`src/hdl/pcidcr_pkg.sv`:
```
// Constants for the device control and device status registers
package pcidcr_pkg;

    // ----------------------------------------------------------------
    // Register map
    // ----------------------------------------------------------------
    localparam logic [7:0] DEV_CTRL_OFFSET = 8'h78;
    localparam logic [7:0] DEV_STAT_OFFSET = 8'h7A;
    localparam logic [15:0] DEV_CTRL_RESET = 16'h2000;
    localparam logic [15:0] DEV_STAT_RESET = 16'h0000;
    // Writable bits: 15, 14:12, 10, 7:5, 3:0
    localparam logic [15:0] DEV_CTRL_RW_MASK = 16'hF4EF;

    // ----------------------------------------------------------------
    // Device control fields
    // ----------------------------------------------------------------
    localparam int CFG_RETRY_BIT = 15;
    localparam int RD_SIZE_MSB = 14;
    localparam int RD_SIZE_LSB = 12;
    localparam int NO_SNOOP_BIT = 11;
    localparam int AUX_PM_BIT = 10;
    localparam int PHANTOM_BIT = 9;
    localparam int EXT_TAG_BIT = 8;
    localparam int PAY_SIZE_MSB = 7;
    localparam int PAY_SIZE_LSB = 5;
    localparam int RELAXED_BIT = 4;
    localparam int UR_REP_BIT = 3;
    localparam int FATAL_REP_BIT = 2;
    localparam int NONFATAL_REP_BIT = 1;
    localparam int COR_REP_BIT = 0;

    // ----------------------------------------------------------------
    // Device status fields, also the error event index
    // ----------------------------------------------------------------
    localparam int ERR_NUM = 4;
    localparam int UR_IDX = 3;
    localparam int FATAL_IDX = 2;
    localparam int NONFATAL_IDX = 1;
    localparam int COR_IDX = 0;
    // Status half sits in byte lanes 2 and 3 of the word at 78h
    localparam int STAT_WORD_LSB = 16;

    // ----------------------------------------------------------------
    // Size encoding
    // ----------------------------------------------------------------
    localparam int LEN_W = 13;
    localparam logic [2:0] SIZE_CODE_MAX = 3'h5;
    localparam logic [12:0] SIZE_BASE_BYTES = 13'h0080;
    localparam logic [2:0] RD_SIZE_RESET_CODE = 3'h2;
    localparam logic [2:0] PAY_SIZE_RESET_CODE = 3'h0;
    localparam logic [12:0] RD_SIZE_RESET_BYTES = 13'h0200;
    localparam logic [12:0] PAY_SIZE_RESET_BYTES = 13'h0080;

endpackage

```
`src/hdl/pcidcr_err_if.sv`:
```
// Error event, report enable and status signals between top and reporter
interface pcidcr_err_if;
    logic [3:0] event_hit;
    logic [3:0] report_en;
    logic [3:0] clear;
    logic [3:0] status;
    logic msg_fatal;
    logic msg_nonfatal;
    logic msg_cor;

    modport ctrl (
        output event_hit,
        output report_en,
        output clear,
        input status,
        input msg_fatal,
        input msg_nonfatal,
        input msg_cor
    );

    modport rep (
        input event_hit,
        input report_en,
        input clear,
        output status,
        output msg_fatal,
        output msg_nonfatal,
        output msg_cor
    );
endinterface

```
`src/hdl/pcidcr_size_clamp.sv`:
```
// Size code decoder and request length limiter
module pcidcr_size_clamp (
    input wire logic clk,
    input wire logic rst,
    input wire logic [2:0] size_code,
    input wire logic [12:0] req_len,
    output logic [12:0] limit,
    output logic [12:0] grant_len
);

    // Reserved codes fall back to the smallest size
    wire code_ok = size_code <= pcidcr_pkg::SIZE_CODE_MAX;
    wire [12:0] limit_dec = code_ok ? 13'(pcidcr_pkg::SIZE_BASE_BYTES << size_code)
                                    : pcidcr_pkg::SIZE_BASE_BYTES;
    wire [12:0] grant_dec = (req_len > limit_dec) ? limit_dec : req_len;

    always_ff @(posedge clk or posedge rst) begin
        if (rst) begin
            limit <= pcidcr_pkg::SIZE_BASE_BYTES;
            grant_len <= 13'h0000;
        end else begin
            limit <= limit_dec;
            grant_len <= grant_dec;
        end
    end

endmodule

```
`src/hdl/pcidcr_err_report.sv`:
```
// Sticky error status flags and gated error message requests
module pcidcr_err_report (
    input wire logic clk,
    input wire logic rst,
    pcidcr_err_if.rep err
);

    localparam int UR = pcidcr_pkg::UR_IDX;
    localparam int FE = pcidcr_pkg::FATAL_IDX;
    localparam int NF = pcidcr_pkg::NONFATAL_IDX;
    localparam int CE = pcidcr_pkg::COR_IDX;

    // Unsupported requests travel as nonfatal messages
    wire next_fatal = err.event_hit[FE] & err.report_en[FE];
    wire next_nonfatal = (err.event_hit[NF] & err.report_en[NF])
                       | (err.event_hit[UR] & err.report_en[UR]);
    wire next_cor = err.event_hit[CE] & err.report_en[CE];

    // Set wins over a clear in the same cycle
    wire [pcidcr_pkg::ERR_NUM-1:0] next_status;
    genvar i;
    generate
        for (i = 0; i < pcidcr_pkg::ERR_NUM; i++) begin : g_flag
            assign next_status[i] = err.event_hit[i] | (err.status[i] & ~err.clear[i]);
        end
    endgenerate

    always_ff @(posedge clk or posedge rst) begin
        if (rst) begin
            err.status <= pcidcr_pkg::DEV_STAT_RESET[pcidcr_pkg::ERR_NUM-1:0];
        end else begin
            err.status <= next_status;
        end
    end

    always_ff @(posedge clk or posedge rst) begin
        if (rst) begin
            err.msg_fatal <= 1'b0;
            err.msg_nonfatal <= 1'b0;
            err.msg_cor <= 1'b0;
        end else begin
            err.msg_fatal <= next_fatal;
            err.msg_nonfatal <= next_nonfatal;
            err.msg_cor <= next_cor;
        end
    end

endmodule

```
`src/hdl/pcidcr_device_control.sv`:
```
// Device control register with its status flags, size limits and error gating

module pcidcr_device_control (
    input wire logic CLK_SYS,
    input wire logic RST,
    input wire logic CFG_WR,
    input wire logic CFG_RD,
    input wire logic [7:0] CFG_ADDR,
    input wire logic [3:0] CFG_BE,
    input wire logic [31:0] CFG_WDATA,
    output logic [31:0] CFG_RDATA,
    output logic CFG_RD_VALID,
    input wire logic UR_RECEIVED,
    input wire logic FATAL_EVENT,
    input wire logic NONFATAL_EVENT,
    input wire logic COR_EVENT,
    output logic MSG_ERR_FATAL,
    output logic MSG_ERR_NONFATAL,
    output logic MSG_ERR_COR,
    input wire logic CFG_FWD_TIMEOUT,
    output logic CPL_CFG_RETRY,
    input wire logic [12:0] READ_REQ_LEN,
    output logic [12:0] READ_GRANT_LEN,
    output logic [12:0] READ_LIMIT,
    input wire logic [12:0] PAYLOAD_REQ_LEN,
    output logic [12:0] PAYLOAD_GRANT_LEN,
    output logic [12:0] PAYLOAD_LIMIT,
    output logic NO_SNOOP_ATTR
);

    // ----------------------------------------------------------------
    // State
    // ----------------------------------------------------------------
    logic [15:0] dev_control;
    logic [31:0] rdata;
    logic rd_valid;
    logic retry;
    logic no_snoop;

    pcidcr_err_if err_bus ();

    // ----------------------------------------------------------------
    // Configuration access decode
    // ----------------------------------------------------------------
    wire ctrl_hit = CFG_ADDR[7:2] == pcidcr_pkg::DEV_CTRL_OFFSET[7:2];
    wire ctrl_wr = CFG_WR & ctrl_hit;
    wire ctrl_rd = CFG_RD & ctrl_hit;
    wire [15:0] lane_mask = {{8{CFG_BE[1]}}, {8{CFG_BE[0]}}};
    wire [15:0] wr_mask = lane_mask & pcidcr_pkg::DEV_CTRL_RW_MASK;
    wire [15:0] next_dev_control = ctrl_wr
        ? ((dev_control & ~wr_mask) | (CFG_WDATA[15:0] & wr_mask))
        : dev_control;
    wire stat_wr = ctrl_wr & CFG_BE[2];
    wire [3:0] stat_clear = stat_wr
        ? CFG_WDATA[pcidcr_pkg::STAT_WORD_LSB +: pcidcr_pkg::ERR_NUM]
        : 4'h0;
    wire [15:0] dev_status = {12'h000, err_bus.status};
    wire [31:0] next_rdata = ctrl_rd ? {dev_status, dev_control} : 32'h0000_0000;

    // ----------------------------------------------------------------
    // Field decode
    // ----------------------------------------------------------------
    wire retry_en = dev_control[pcidcr_pkg::CFG_RETRY_BIT];
    wire [2:0] read_size_code = dev_control[pcidcr_pkg::RD_SIZE_MSB:pcidcr_pkg::RD_SIZE_LSB];
    wire [2:0] pay_size_code = dev_control[pcidcr_pkg::PAY_SIZE_MSB:pcidcr_pkg::PAY_SIZE_LSB];
    wire next_retry = CFG_FWD_TIMEOUT & retry_en;

    assign err_bus.event_hit = {UR_RECEIVED, FATAL_EVENT, NONFATAL_EVENT, COR_EVENT};
    assign err_bus.report_en = dev_control[pcidcr_pkg::UR_REP_BIT:pcidcr_pkg::COR_REP_BIT];
    assign err_bus.clear = stat_clear;

    // ----------------------------------------------------------------
    // Registers
    // ----------------------------------------------------------------
    always_ff @(posedge CLK_SYS or posedge RST) begin
        if (RST) begin
            dev_control <= pcidcr_pkg::DEV_CTRL_RESET;
        end else begin
            dev_control <= next_dev_control;
        end
    end

    always_ff @(posedge CLK_SYS or posedge RST) begin
        if (RST) begin
            rdata <= 32'h0000_0000;
            rd_valid <= 1'b0;
        end else begin
            rdata <= next_rdata;
            rd_valid <= CFG_RD;
        end
    end

    always_ff @(posedge CLK_SYS or posedge RST) begin
        if (RST) begin
            retry <= 1'b0;
            no_snoop <= 1'b0;
        end else begin
            retry <= next_retry;
            no_snoop <= 1'b0;
        end
    end

    assign CFG_RDATA = rdata;
    assign CFG_RD_VALID = rd_valid;
    assign CPL_CFG_RETRY = retry;
    assign NO_SNOOP_ATTR = no_snoop;
    assign MSG_ERR_FATAL = err_bus.msg_fatal;
    assign MSG_ERR_NONFATAL = err_bus.msg_nonfatal;
    assign MSG_ERR_COR = err_bus.msg_cor;

    // ----------------------------------------------------------------
    // Submodules
    // ----------------------------------------------------------------
    pcidcr_size_clamp u_read_clamp (
        .clk(CLK_SYS),
        .rst(RST),
        .size_code(read_size_code),
        .req_len(READ_REQ_LEN),
        .limit(READ_LIMIT),
        .grant_len(READ_GRANT_LEN)
    );

    pcidcr_size_clamp u_payload_clamp (
        .clk(CLK_SYS),
        .rst(RST),
        .size_code(pay_size_code),
        .req_len(PAYLOAD_REQ_LEN),
        .limit(PAYLOAD_LIMIT),
        .grant_len(PAYLOAD_GRANT_LEN)
    );

    pcidcr_err_report u_err_report (
        .clk(CLK_SYS),
        .rst(RST),
        .err(err_bus.rep)
    );
endmodule

```
`config.mk`:
```
export PLATFORM = sky130hd
export DESIGN_NAME = pcidcr_device_control
export DESIGN_NICKNAME = d
export VERILOG_FILES = /design/src/hdl/pcidcr_pkg.sv /design/src/hdl/pcidcr_err_if.sv /design/src/hdl/pcidcr_size_clamp.sv /design/src/hdl/pcidcr_err_report.sv /design/src/hdl/pcidcr_device_control.sv
export SDC_FILE = /design/constraint.sdc
export NUM_CORES = 1
export LEC_CHECK = 0
export CAP_MARGIN = 0
export CORE_AREA = 2 2 84 86
export CTS_BUF_LIST = sky130_fd_sc_hd__clkbuf_16
export DETAILED_ROUTE_END_ITERATION = 16
export DIE_AREA = 0 0 86 88
export DONT_BUFFER_PORTS = 1
export GPL_TIMING_DRIVEN = 0
export HOLD_SLACK_MARGIN = 0.08
export SYNTH_ARGS = -nofsm -noshare
export SYNTH_HDL_FRONTEND = slang
export SYNTH_SLANG_ARGS = --single-unit
```
`constraint.sdc`:
```
create_clock -name CLK_SYS -period 3.3 [get_ports CLK_SYS]
set_input_delay 0.165 -clock CLK_SYS [delete_from_list [all_inputs] [get_ports CLK_SYS]]
set_output_delay 0.165 -clock CLK_SYS [all_outputs]
set_load 0.02 [all_outputs]
```
======== Word-level counts from Yosys, hierarchy flattened ========
Index checks and enable logic that the tools add are counted.
word-level totals
  bits of input ports ..................... 79
  logic and storage cells ................. 50
  register bits after elaboration ......... 97
  output and inout port bits .............. 90
cells by class
  magnitude comparators ................... 4
  eq/ne operators ......................... 1
  bitwise logic cells ..................... 25
  mux-type cells .......................... 6
  shift-type cells ........................ 2
operators with widths
  cell                                                                 count
  13-bit 2-to-1 mux                                                    4
  16-bit AND                                                           2
  13-bit greater-than comparator                                       2
  8-bit by 3-bit << shifter with 13-bit output (first input constant)  2
  20-bit 2-to-1 mux                                                    1
  16-bit NOT                                                           1
  16-bit OR                                                            1
  1-bit AND                                                            12
  6-bit by 5-bit == test with 1-bit output (second input constant)     1
  3-bit <= comparator (second input constant)                          2
  1-bit OR                                                             5
  4-bit 2-to-1 mux                                                     1
  1-bit NOT                                                            4

======== Depth between registers and ports, before layout ========
Gate-level depths: netlist (run 1).
  word-level depth ........................ 7
  mapped depth ............................ 8
  depth with buffers taken out ............ 7

======== By module ========
From an unflattened synthesis (run 1), not the netlist that was laid out.
unflattened totals
  cells, all modules ...................... 260
  area, all modules ....................... 3326.9 µm²
modules (own cells, without submodules)
  module                 times used  cells an instance  sequential area each (µm²)  area an instance (µm²)
  pcidcr_size_clamp      2           74                 476.7                       912.1
  pcidcr_device_control  1           93                 752.0                       1257.5
  pcidcr_err_report      1           19                 175.2                       245.2

======== Least setup slack after synthesis (run 1) ========
Ideal clock, no wire load.
  kind .................................... register -> register
  start ................................... reg (tool-made name)
  end ..................................... reg u_read_clamp.grant_len[10]
  data arrival time ....................... 2.411 ns
  required time ........................... 3.175 ns
  path buffers ............................ 1
  cell stages (with the launch flop) ...... 9
  library setup time ...................... 0.125 ns
  setup slack ............................. 0.764 ns
  clock period less this slack ............ 2.536 ns
  cell sequence ........................... dfstp_2 clkbuf_1 nor3b_1 inv_1 ha_1 nand4_1 or4_4 o21ai_4 mux2_4
RTL lines
  what                    line                     source
  end signal: assignment  pcidcr_size_clamp.sv:23  grant_len <= grant_dec;
  end: declaration        pcidcr_size_clamp.sv:8   output logic [12:0] grant_len

==> summary.md, run 1 <==
| Metric | Value |
|---|---|
| Max cap viols | 0 |
| IO Port Bufs | 0 |
| Largest net degree at the start of global routing | 76 |
| CTS tree | built |
| Unrepaired setup endpoints after global routing | false |
| Placement Setup Slack | 526 ps |
| Pwr dens | 526 nW/um^2 |
| Die width | 86 microns |
| Clock Tree Buf Depth | 2 |
| Netlist Area Pre-Place | 3200 sq um |
| Layout Nets | 438 |
| Antenna cell count | 0 |
| Final min period | 2790 ps |
| Routed vias/inst | 4.61 |
| Crit-path slowest cell | or4_4 |
| # hold bufs at CTS | 49 |
| Top Ports | 169 |
| Crit. End Element | flop |
| Worst reg-to-reg path cell count | 8 |
| VDD IR-drop max | 0.344 mV |
| P_leak | 0.00211 uW |
| Avg WL per Cell | 14.0 microns |
| CP max FO | 9 |
| Kind of critical path | reg -> reg |
| H-tree lvl count | 3 |
| Worst Skew | 5.86 ps |
| Worst Path Arrival | 2990 ps |
| Hold path depth | 3 |
| Pre-antenna DRT Iters | 4 |
| Global-route wire length before repair | 9.49 mm |
| FF+latch count, synth | 75 |
| Worst Tran Pin Value | 879 ps |
| Core region area | 6640 sq um |
| Total Die Area | 7570 sq um |
| Fin worst setup slack | 513 ps |
| Clock-pin slew on the worst setup and hold paths | 60 ps |
| Clk_lat worst skew | 320 ps |
| Yosys warnings | 0 |
| CP required | 3500 ps |
| Global route overflow | 0 |
| Final ANT Viol Nets | 0 |
| Critical path cell sequence | clkbuf_1 > nor3b_1 > inv_1 > ha_1 > nand4_1 > or4_4 > o21ai_4 > mux2_4 |
| Post-synthesis cell count | 257 |
| Clk sink count | 75 |
| Resized cells post-CTS | 0 |
| Startpoint Class | flop |
| Relative slew slack | 0.414 |
| DR iter-0 viols | 52 |
| Area Growth Syn to Fin | 30.7% |
| Detailed-route via count | 1,992 |
| Slew Limit Fails | 0 |
| CP peak stage delay | 570 ps |
| F_max | 359 MHz |
| Sequential element share of the synthesized area | 0.587 |
| Fraction of layout cells with a size suffix above 1 | 0.222 |
| Dpl hpwl | 4.07 mm |
| WHS | 193 ps |
| Starting Density | 0.482 |
| Post-synthesis cell type count | 30 |
| Routability cong. | 0.747 |
| Gr usage total | 0.164 |
| Clock root buffer | clkbuf_16 |
| Status | completed |
| Hold Crit Class | in -> reg |
| Die Span Y | 88 microns |
| Final WL | 6.03 mm |
| Post-CTS Setup Bufs | 0 |
| CTS buffer count | 9 |
| Setup-failing EPs final | 0 |
| Fin crit share | 0.845 |
| Post-Syn Area per Cell | 12.5 sq um |
| Row cnt | 30 |
| Vias in the first global route | 1,981 |
| Final setup TNS | 0 ps |
| DRC | 0 |
| Fin. Hold Viols | 0 |
| Initial antenna violation count | 0 |
==> cell usage after synthesis (all sizes together) <==
| master | number | share of area |
|---|---|---|
| or3 | 1 | 0.0020 |
| nand2b | 2 | 0.0039 |
| o21bai | 1 | 0.0035 |
| nand4b | 1 | 0.0027 |
| a21o | 4 | 0.0094 |
| nor2 | 4 | 0.0047 |
| dfrtp | 72 | 0.56 |
| nor3b | 4 | 0.0094 |
| or3b | 1 | 0.0027 |
| nand4 | 2 | 0.0039 |
| nor4 | 2 | 0.0039 |
| o21ai | 5 | 0.011 |
| conb | 1 | 0.0012 |
| nand2 | 11 | 0.013 |
| nand3b | 4 | 0.0094 |
| dfstp | 3 | 0.025 |
| buf | 31 | 0.073 |
| ha | 12 | 0.047 |
| nor3 | 4 | 0.0062 |
| a21oi | 8 | 0.012 |
| clkbuf | 5 | 0.0059 |
| inv | 18 | 0.021 |
| or4 | 3 | 0.0082 |
| mux2 | 24 | 0.090 |
| a22o | 1 | 0.0027 |
| and2 | 33 | 0.066 |
==> worst paths after layout <==
| path | start | end | slack (ps) |
|---|---|---|---|
| worst max register to register | flop | u_read_clamp.grant_len[8]$_DFF_PP0_ | 510 |
| worst min-delay path | CFG_RD | CFG_RDATA[19]$_DFF_PP0_ | 190 |
| worst min register to register | flop | CFG_RDATA[10]$_DFF_PP0_ | 480 |
| worst max-delay path | flop | u_read_clamp.grant_len[8]$_DFF_PP0_ | 510 |
| max in group asynchronous | RST | async pin | 2220 |
| min in group asynchronous | RST | u_read_clamp.grant_len[7]$_DFF_PP0_ | 520 |
==> through the flow <==
stage	instances	power [uW]	util	instance area, sq um
floorplan	287	1240	-	3320
global placement	367	1270	0.514	3420
detailed placement	367	1270	0.515	3420
CTS	432	2230	0.631	4190
global route	432	2310	0.631	4190
finish	432	2200	0.631	4190
==> routing by layer <==
metal | global-route usage | part of all wire | up-vias | routed length (microns)
met5 | 0 | 0 | - | 0
met4 | 0.0563 | 0.0060 | 0 | 36
met3 | 0.0716 | 0.098 | 4 | 594
met2 | 0.262 | 0.49 | 99 | 2970
met1 | 0.201 | 0.40 | 927 | 2440
li1 | - | - | 962 | -
==> final cells by class <==
cell class              instances  area (sq um)
plain buffers                  36           251
clock buffers                   9           225
clock inverters                 7          53.8
fillers                       531          2450
inverters                      18          70.1
multi-input cells             158          1120
flip-flops and latches         75          1880
well taps                      80           100
repair buffers                 49           490
==> power by group <==
part,internal (uW),switching (uW)
Sequential,977,75.3
Clock,570,332
Combinational,125,124
Total,1670,532
==> layout by cell type, fill, tap and decap left out, types with 5 or more instances in the layout <==
cell type	n
mux2_2	19
and2_1	29
dfrtp_1	72
clkbuf_1	5
a21oi_1	8
dlygate4sd3_1	49
mux2_4	5
buf_4	31
inv_1	21
nand2_1	11
conb_1	31
ha_1	12
clkbuf_16	9
==> kinds of logic after synthesis <==
logic type | after synthesis | synth area share
adders and majority gates | 12 | 0.0469
DFF | 75 | 0.587
AOI/OAI and AO/OA | 19 | 0.0394
buffers and inverters | 54 | 0.0996
other | 1 | 0.00117
muxes | 24 | 0.0902
and+or+nand+nor | 72 | 0.136
==> worst max-delay path, delay by kind of cell, from the launching register on <==
family,cells,cell delay [ps]
muxes,1,330
and+or+nand+nor,3,1040
AOI/OAI and AO/OA,1,160
adders and majority gates,1,280
buffers and inverters,2,360
DFF,1,510
Power figures use the tool's default switching activity.
==> run 2, diff against run 1 <==
PLACE_DENSITY = 0.66   (was not set)
clock period = 2.43 ns   (was 3.3 ns; I/O delays follow)
==> summary.md, run 2 (synthesis results as in run 1) <==
| Metric | Value |
|---|---|
| Status | completed |
| Vias in the first global route | 2,109 (+6.5%) |
| Avg WL per Cell | 14.4 microns (+3.2%) |
| Total Die Area | 7570 sq um (unchanged) |
| Hold Crit Class | in -> reg |
| Global-route wire length before repair | 9.85 mm (+3.8%) |
| Fillers | 500 (-5.8%) |
| Core region area | 6640 sq um (unchanged) |
| Clock root buffer | clkbuf_16 |
| CTS buffer count | 9 (unchanged) |
| DRC | 0 (unchanged) |
| Area Growth Syn to Fin | 38.3% |
| Clock-pin slew on the worst setup and hold paths | 50 ps (about the same) |
| CP delay by family, top | simple AND/OR/NAND/NOR gates |
| Startpoint Class | flop |
| Unrepaired setup endpoints after global routing | true |
| DR iter-0 viols | 44 (-15%) |
| Largest net degree at the start of global routing | 76 (unchanged) |
| Met3 Track Usage GR | 0.0434 (-0.0283) |
| Fraction of layout cells with a size suffix above 1 | 0.299 (+0.0779) |
| Clk_lat worst skew | 320 ps (about the same) |
| Row cnt | 30 (unchanged) |
| Fin crit share | 0.959 (+0.115) |
| Worst Tran Pin Value | 868 ps (-10.7 ps) |
| Kind of critical path | reg -> reg |
| Detailed-route via count | 2,077 (+4.3%) |
| Gr usage total | 0.171 (+0.00646) |
| Routed vias/inst | 4.68 (+1.4%) |
| Initial antenna violation count | 0 (unchanged) |
| Global route overflow | 0 (unchanged) |
| IO Port Bufs | 0 (unchanged) |
| Worst Skew | 3.35 ps (-2.51 ps) |
| Die Span Y | 88 microns (unchanged) |
| Power consumption | 3290 uW (+49%) |
| Final min period | 2330 ps (-457 ps) |
| P_leak | 0.00222 uW (+5.1%) |
| Most frequent cells in the layout | 68 x dfrtp_1, 49 x dlygate4sd3_1, 45 x buf_4 |
| Critical path cell sequence | nor3b_4 > inv_1 > ha_1 > nand4_1 > or4_4 > o21ai_4 > mux2_4 |
| VDD IR-drop max | 0.428 mV (+24%) |
| CP peak stage delay | 610 ps (+40 ps) |
| Starting Density | 0.482 (unchanged) |
| GR met2 Demand/Resource | 0.288 (+0.0261) |
| Finished Cell Area | 4430 sq um (+5.8%) |
| Layout Nets | 450 (+2.7%) |
| Antenna cell count | 0 (unchanged) |
| Crit-path slowest cell | dfstp_2 |
| F_max | 429 MHz (+20%) |
| Die width | 86 microns (unchanged) |
| Crit. End Element | flop |
| H-tree lvl count | 3 (unchanged) |
| CP required | 2640 ps (-860 ps) |
| Busiest grt layer | met2 |
| Placed Area | 3430 sq um (+0.18%) |
| Fin. Hold Viols | 0 (unchanged) |
| Worst Path Arrival | 2540 ps (-450 ps) |
| R2R Setup Slk | 100 ps (-410 ps) |
| Fin worst setup slack | 99.2 ps (-413 ps) |
| Relative slew slack | 0.421 (+0.00710) |
| Placement Setup Slack | -296 ps (-823 ps) |
| Final ANT Viol Nets | 0 (unchanged) |
| Routability cong. | 0.715 (-4.3%) |
| Clock Tree Buf Depth | 2 (unchanged) |
| GRT met1 Usage | 0.197 (-0.00387) |
| Commonest non-fill, non-tap cell in the layout | dfrtp_1 |
| Pre-antenna DRT Iters | 6 (+2) |
| Slew Limit Fails | 0 (unchanged) |
| Setup-failing EPs final | 0 (unchanged) |
| Clk sink count | 75 (unchanged) |
| Final WL | 6.40 mm (+6.0%) |
| Dpl hpwl | 4.26 mm (+4.6%) |
| Max cap viols | 0 (unchanged) |
| Crit path buf inv count | 1 (-1) |
| CP max FO | 7 (-2) |
| CTS tree | built |
| Top Ports | 169 (unchanged) |
| Pwr dens | 741 nW/um^2 (+41%) |
-- run 2: changes by cell type in the layout (fill, tap and decap cells not counted), sizes merged --
| cell | change |
|---|---|
| inv | -3 |
| bufinv | +2 |
| buf | +15 |
| clkinv | +1 |
| clkbuf | -3 |
-- run 2: metal layers --
| layer | up-vias | part of all wire | wire, microns |
|---|---|---|---|
| met3 | 10 | 0.074 | 472 |
| met5 | - | 0 | 0 |
| met1 | 966 | 0.39 | 2480 |
| met4 | 0 | 0.022 | 140 |
| met2 | 105 | 0.52 | 3300 |
| li1 | 996 | - | - |
-- run 2: stage by stage --
step / cells / setup TNS, ps / utilization / hold WS [ps]
after CTS: 434 / 0 / 0.649 / 180
after global placement: 367 / -22780 / 0.515 / 153
after detailed placement: 367 / -2580 / 0.516 / 153
after floorplan: 287 / 0 / - / 153
final: 444 / 0 / 0.667 / 184
after global routing: 444 / -2.38 / 0.667 / 202
-- run 2: final timing paths --
check	startpoint	end	cells after the start
max	flop	u_read_clamp.grant_len[9]$_DFF_PP0_	7
min	CFG_BE[1]	flop	2
max reg2reg	flop	u_read_clamp.grant_len[9]$_DFF_PP0_	7
min reg2reg	flop	CFG_RDATA[10]$_DFF_PP0_	1
max in group asynchronous	RST	async pin	2
min in group asynchronous	RST	u_payload_clamp.limit[12]$_DFF_PP0_	2
-- run 2: power by group --
group	leakage, uW	switching [uW]	internal (uW)	total (uW)
logic	0.00108	174	205	378
clock network	0.000168	474	991	1460
registers	0.000978	115	1330	1440
-- run 2: cell type report --
cell class | count | area [sq um] | area share
buffer | 32 | 236 | 0.0533
clock buffer | 9 | 225 | 0.0508
clock inverter | 7 | 108 | 0.0243
inverter | 18 | 70.1 | 0.0158
multi-input combinational | 158 | 1190 | 0.268
sequential | 75 | 1890 | 0.425
tap | 80 | 100 | 0.0226
timing repair buffer | 65 | 621 | 0.140
-- run 2: repair_timing --
| action | 4_1_cts | 5_1_grt |
|---|---|---|
| endpoints found under the hold margin | 119 | 0 |
| endpoints found under the setup margin | 13 | 17 |
| buffers inserted | 6 | 10 |
| pin swaps | 2 | 4 |
| hold buffers | 49 | 0 |
| gates resized for setup | 7 | 10 |
==> run 3, diff against run 2 <==
REMOVE_ABC_BUFFERS = 1   (was not set)
==> summary.md, run 3 (synthesis results as in run 1) <==
| Metric | Value |
|---|---|
| Status | completed |
| Final min period | 2340 ps (+14.1 ps) |
| DR iter-0 viols | 40 (-9.1%) |
| Global-route wire length before repair | 9.69 mm (-1.6%) |
| Unrepaired setup endpoints after global routing | false |
| Routability cong. | 0.773 (+8.1%) |
| WHS | 186 ps (+2.12 ps) |
| Crit-path slowest cell | dfrtp_2 |
| Most frequent cells in the layout | 67 x dfrtp_1, 49 x dlygate4sd3_1, 31 x conb_1 |
| Gr usage total | 0.169 (-0.00224) |
| Hold Path Origin | CFG_RD |
| Kind of critical path | reg -> reg |
| Pwr dens | 744 nW/um^2 (+0.44%) |
| F_max | 426 MHz (-0.60%) |
| Core region area | 6640 sq um (unchanged) |
| Worst Tran Pin Value | 905 ps (+36.9 ps) |
| Crit path buf inv count | 1 (unchanged) |
| Initial antenna violation count | 0 (unchanged) |
| Fin. Hold Viols | 0 (unchanged) |
| CP required | 2630 ps (about the same) |
| CP max FO | 6 (-1) |
| Total Die Area | 7570 sq um (unchanged) |
| Antenna cell count | 0 (unchanged) |
| Worst Skew | 6.58 ps (+3.22 ps) |
| Fraction of layout cells with a size suffix above 1 | 0.231 (-0.0684) |
| Fin crit share | 0.965 (+0.00581) |
| Setup-failing EPs final | 0 (unchanged) |
| Vias in the first global route | 1,983 (-6.0%) |
| R2R Setup Slk | 90 ps (about the same) |
| Top Ports | 169 (unchanged) |
| Area Growth Syn to Fin | 28.4% |
| Die Span Y | 88 microns (unchanged) |
| Clk_lat worst skew | 320 ps (about the same) |
| Startpoint Class | flop |
| Hold Crit Class | in -> reg |
| Worst r2r dst | u_payload_clamp.grant_len[7]$_DFF_PP0_ |
| Worst setup endpoint | u_payload_clamp.grant_len[7]$_DFF_PP0_ |
| Relative slew slack | 0.397 (-0.0246) |
| H-tree lvl count | 3 (unchanged) |
| Slew Limit Fails | 0 (unchanged) |
| Pre-antenna DRT Iters | 4 (-2) |
| Critical path cell sequence | nor3b_4 > inv_1 > ha_1 > or3b_2 > nor4_2 > o21bai_4 > mux2_2 |
| Row cnt | 30 (unchanged) |
| VDD IR-drop max | 0.330 mV (-23%) |
| Clock Tree Buf Depth | 2 (unchanged) |
| Worst Path Arrival | 2550 ps (about the same) |
| Final WL | 6.33 mm (-1.1%) |
| Clock-pin slew on the worst setup and hold paths | 60 ps (about the same) |
| Starting Density | 0.482 (unchanged) |
| Clock root buffer | clkbuf_16 |
| CP delay by family, top | simple AND/OR/NAND/NOR gates |
| Worst reg-to-reg path cell count | 7 (unchanged) |
| Largest net degree at the start of global routing | 76 (unchanged) |
| CTS tree | built |
| Clk sink count | 75 (unchanged) |
| Global route overflow | 0 (unchanged) |
| Layout Nets | 415 (-7.8%) |
| P_leak | 0.00199 uW (-10%) |
| Final ANT Viol Nets | 0 (unchanged) |
| Power consumption | 3060 uW (-6.8%) |
| CP peak stage delay | 450 ps (-160 ps) |
| Routed vias/inst | 4.88 (+4.2%) |
| CTS buffer count | 9 (unchanged) |
| IO Port Bufs | 0 (unchanged) |
| Detailed-route via count | 1,994 (-4.0%) |
| Max cap viols | 0 (unchanged) |
| Die width | 86 microns (unchanged) |
| DRC | 0 (unchanged) |
| Crit. End Element | flop |
| Commonest non-fill, non-tap cell in the layout | dfrtp_1 |
| Cell count along the critical path | 7 (unchanged) |
| Dpl hpwl | 4.07 mm (-4.4%) |
| Avg WL per Cell | 15.5 microns (+7.3%) |
[run 3: cell type report]
cell class	instances	area, sq um
Timing Repair Buffer	62	588
Clock buffer	9	225
Inverter	18	70.1
Fill cell	531	2530
Sequential cell	75	1890
Multi-Input combinational cell	158	1180
Clock inverter	7	67.6
Tap cell	80	100
[run 3: worst min-delay path by stage]
stage	slack, ps	to	cells past startpoint
floorplan	150	CFG_RD_VALID$_DFF_PP0_	0
global placement	150	CFG_RD_VALID$_DFF_PP0_	0
detailed placement	150	CFG_RD_VALID$_DFF_PP0_	0
CTS	180	CFG_RDATA[17]$_DFF_PP0_	3
global route	200	CFG_RDATA[6]$_DFF_PP0_	3
finish	190	CFG_RDATA[12]$_DFF_PP0_	3
[run 3: worst register-to-register path, stage by stage, from the launching register on]
cell and delay [ps]:
dfrtp_2 450, nor3b_4 230, inv_1 70, ha_1 290, or3b_2 450, nor4_2 150, o21bai_4 210, mux2_2 360
[run 3: routing by layer]
layer	GRT usage	routed length (microns)	up-vias
met1	0.203	2490	954
met4	0.0808	40	0
met3	0.0537	581	4
met2	0.276	3220	111
met5	0	0	-
li1	-	-	925
[run 3: repair_timing]
item                                    CTS  global route
endpoints found under the setup margin   13            14
pin swaps                                 1             4
hold endpoints to repair                119             0
buffers inserted                          6             7
resized for setup                         9             6
hold buffers                             49             0
[run 3: report_power, final]
| group | total, uW | internal, uW | switching (uW) |
|---|---|---|---|
| Clock | 1290 | 791 | 503 |
| Sequential | 1440 | 1330 | 115 |
| Combinational | 327 | 162 | 165 |
[run 3: metrics by stage]
step	util	cell area, sq um	setup slack, ps	setup TNS (ps)	instances
3_5_place_dp	0.478	3170	-229	-1880	331
5_1_grt	0.619	4110	1.00	0	409
6_report	0.619	4110	85.1	0	409
4_1_cts	0.607	4040	7.22	0	402
2_1_floorplan	-	3070	56.5	0	251
3_3_place_gp	0.476	3170	-333	-24680	331
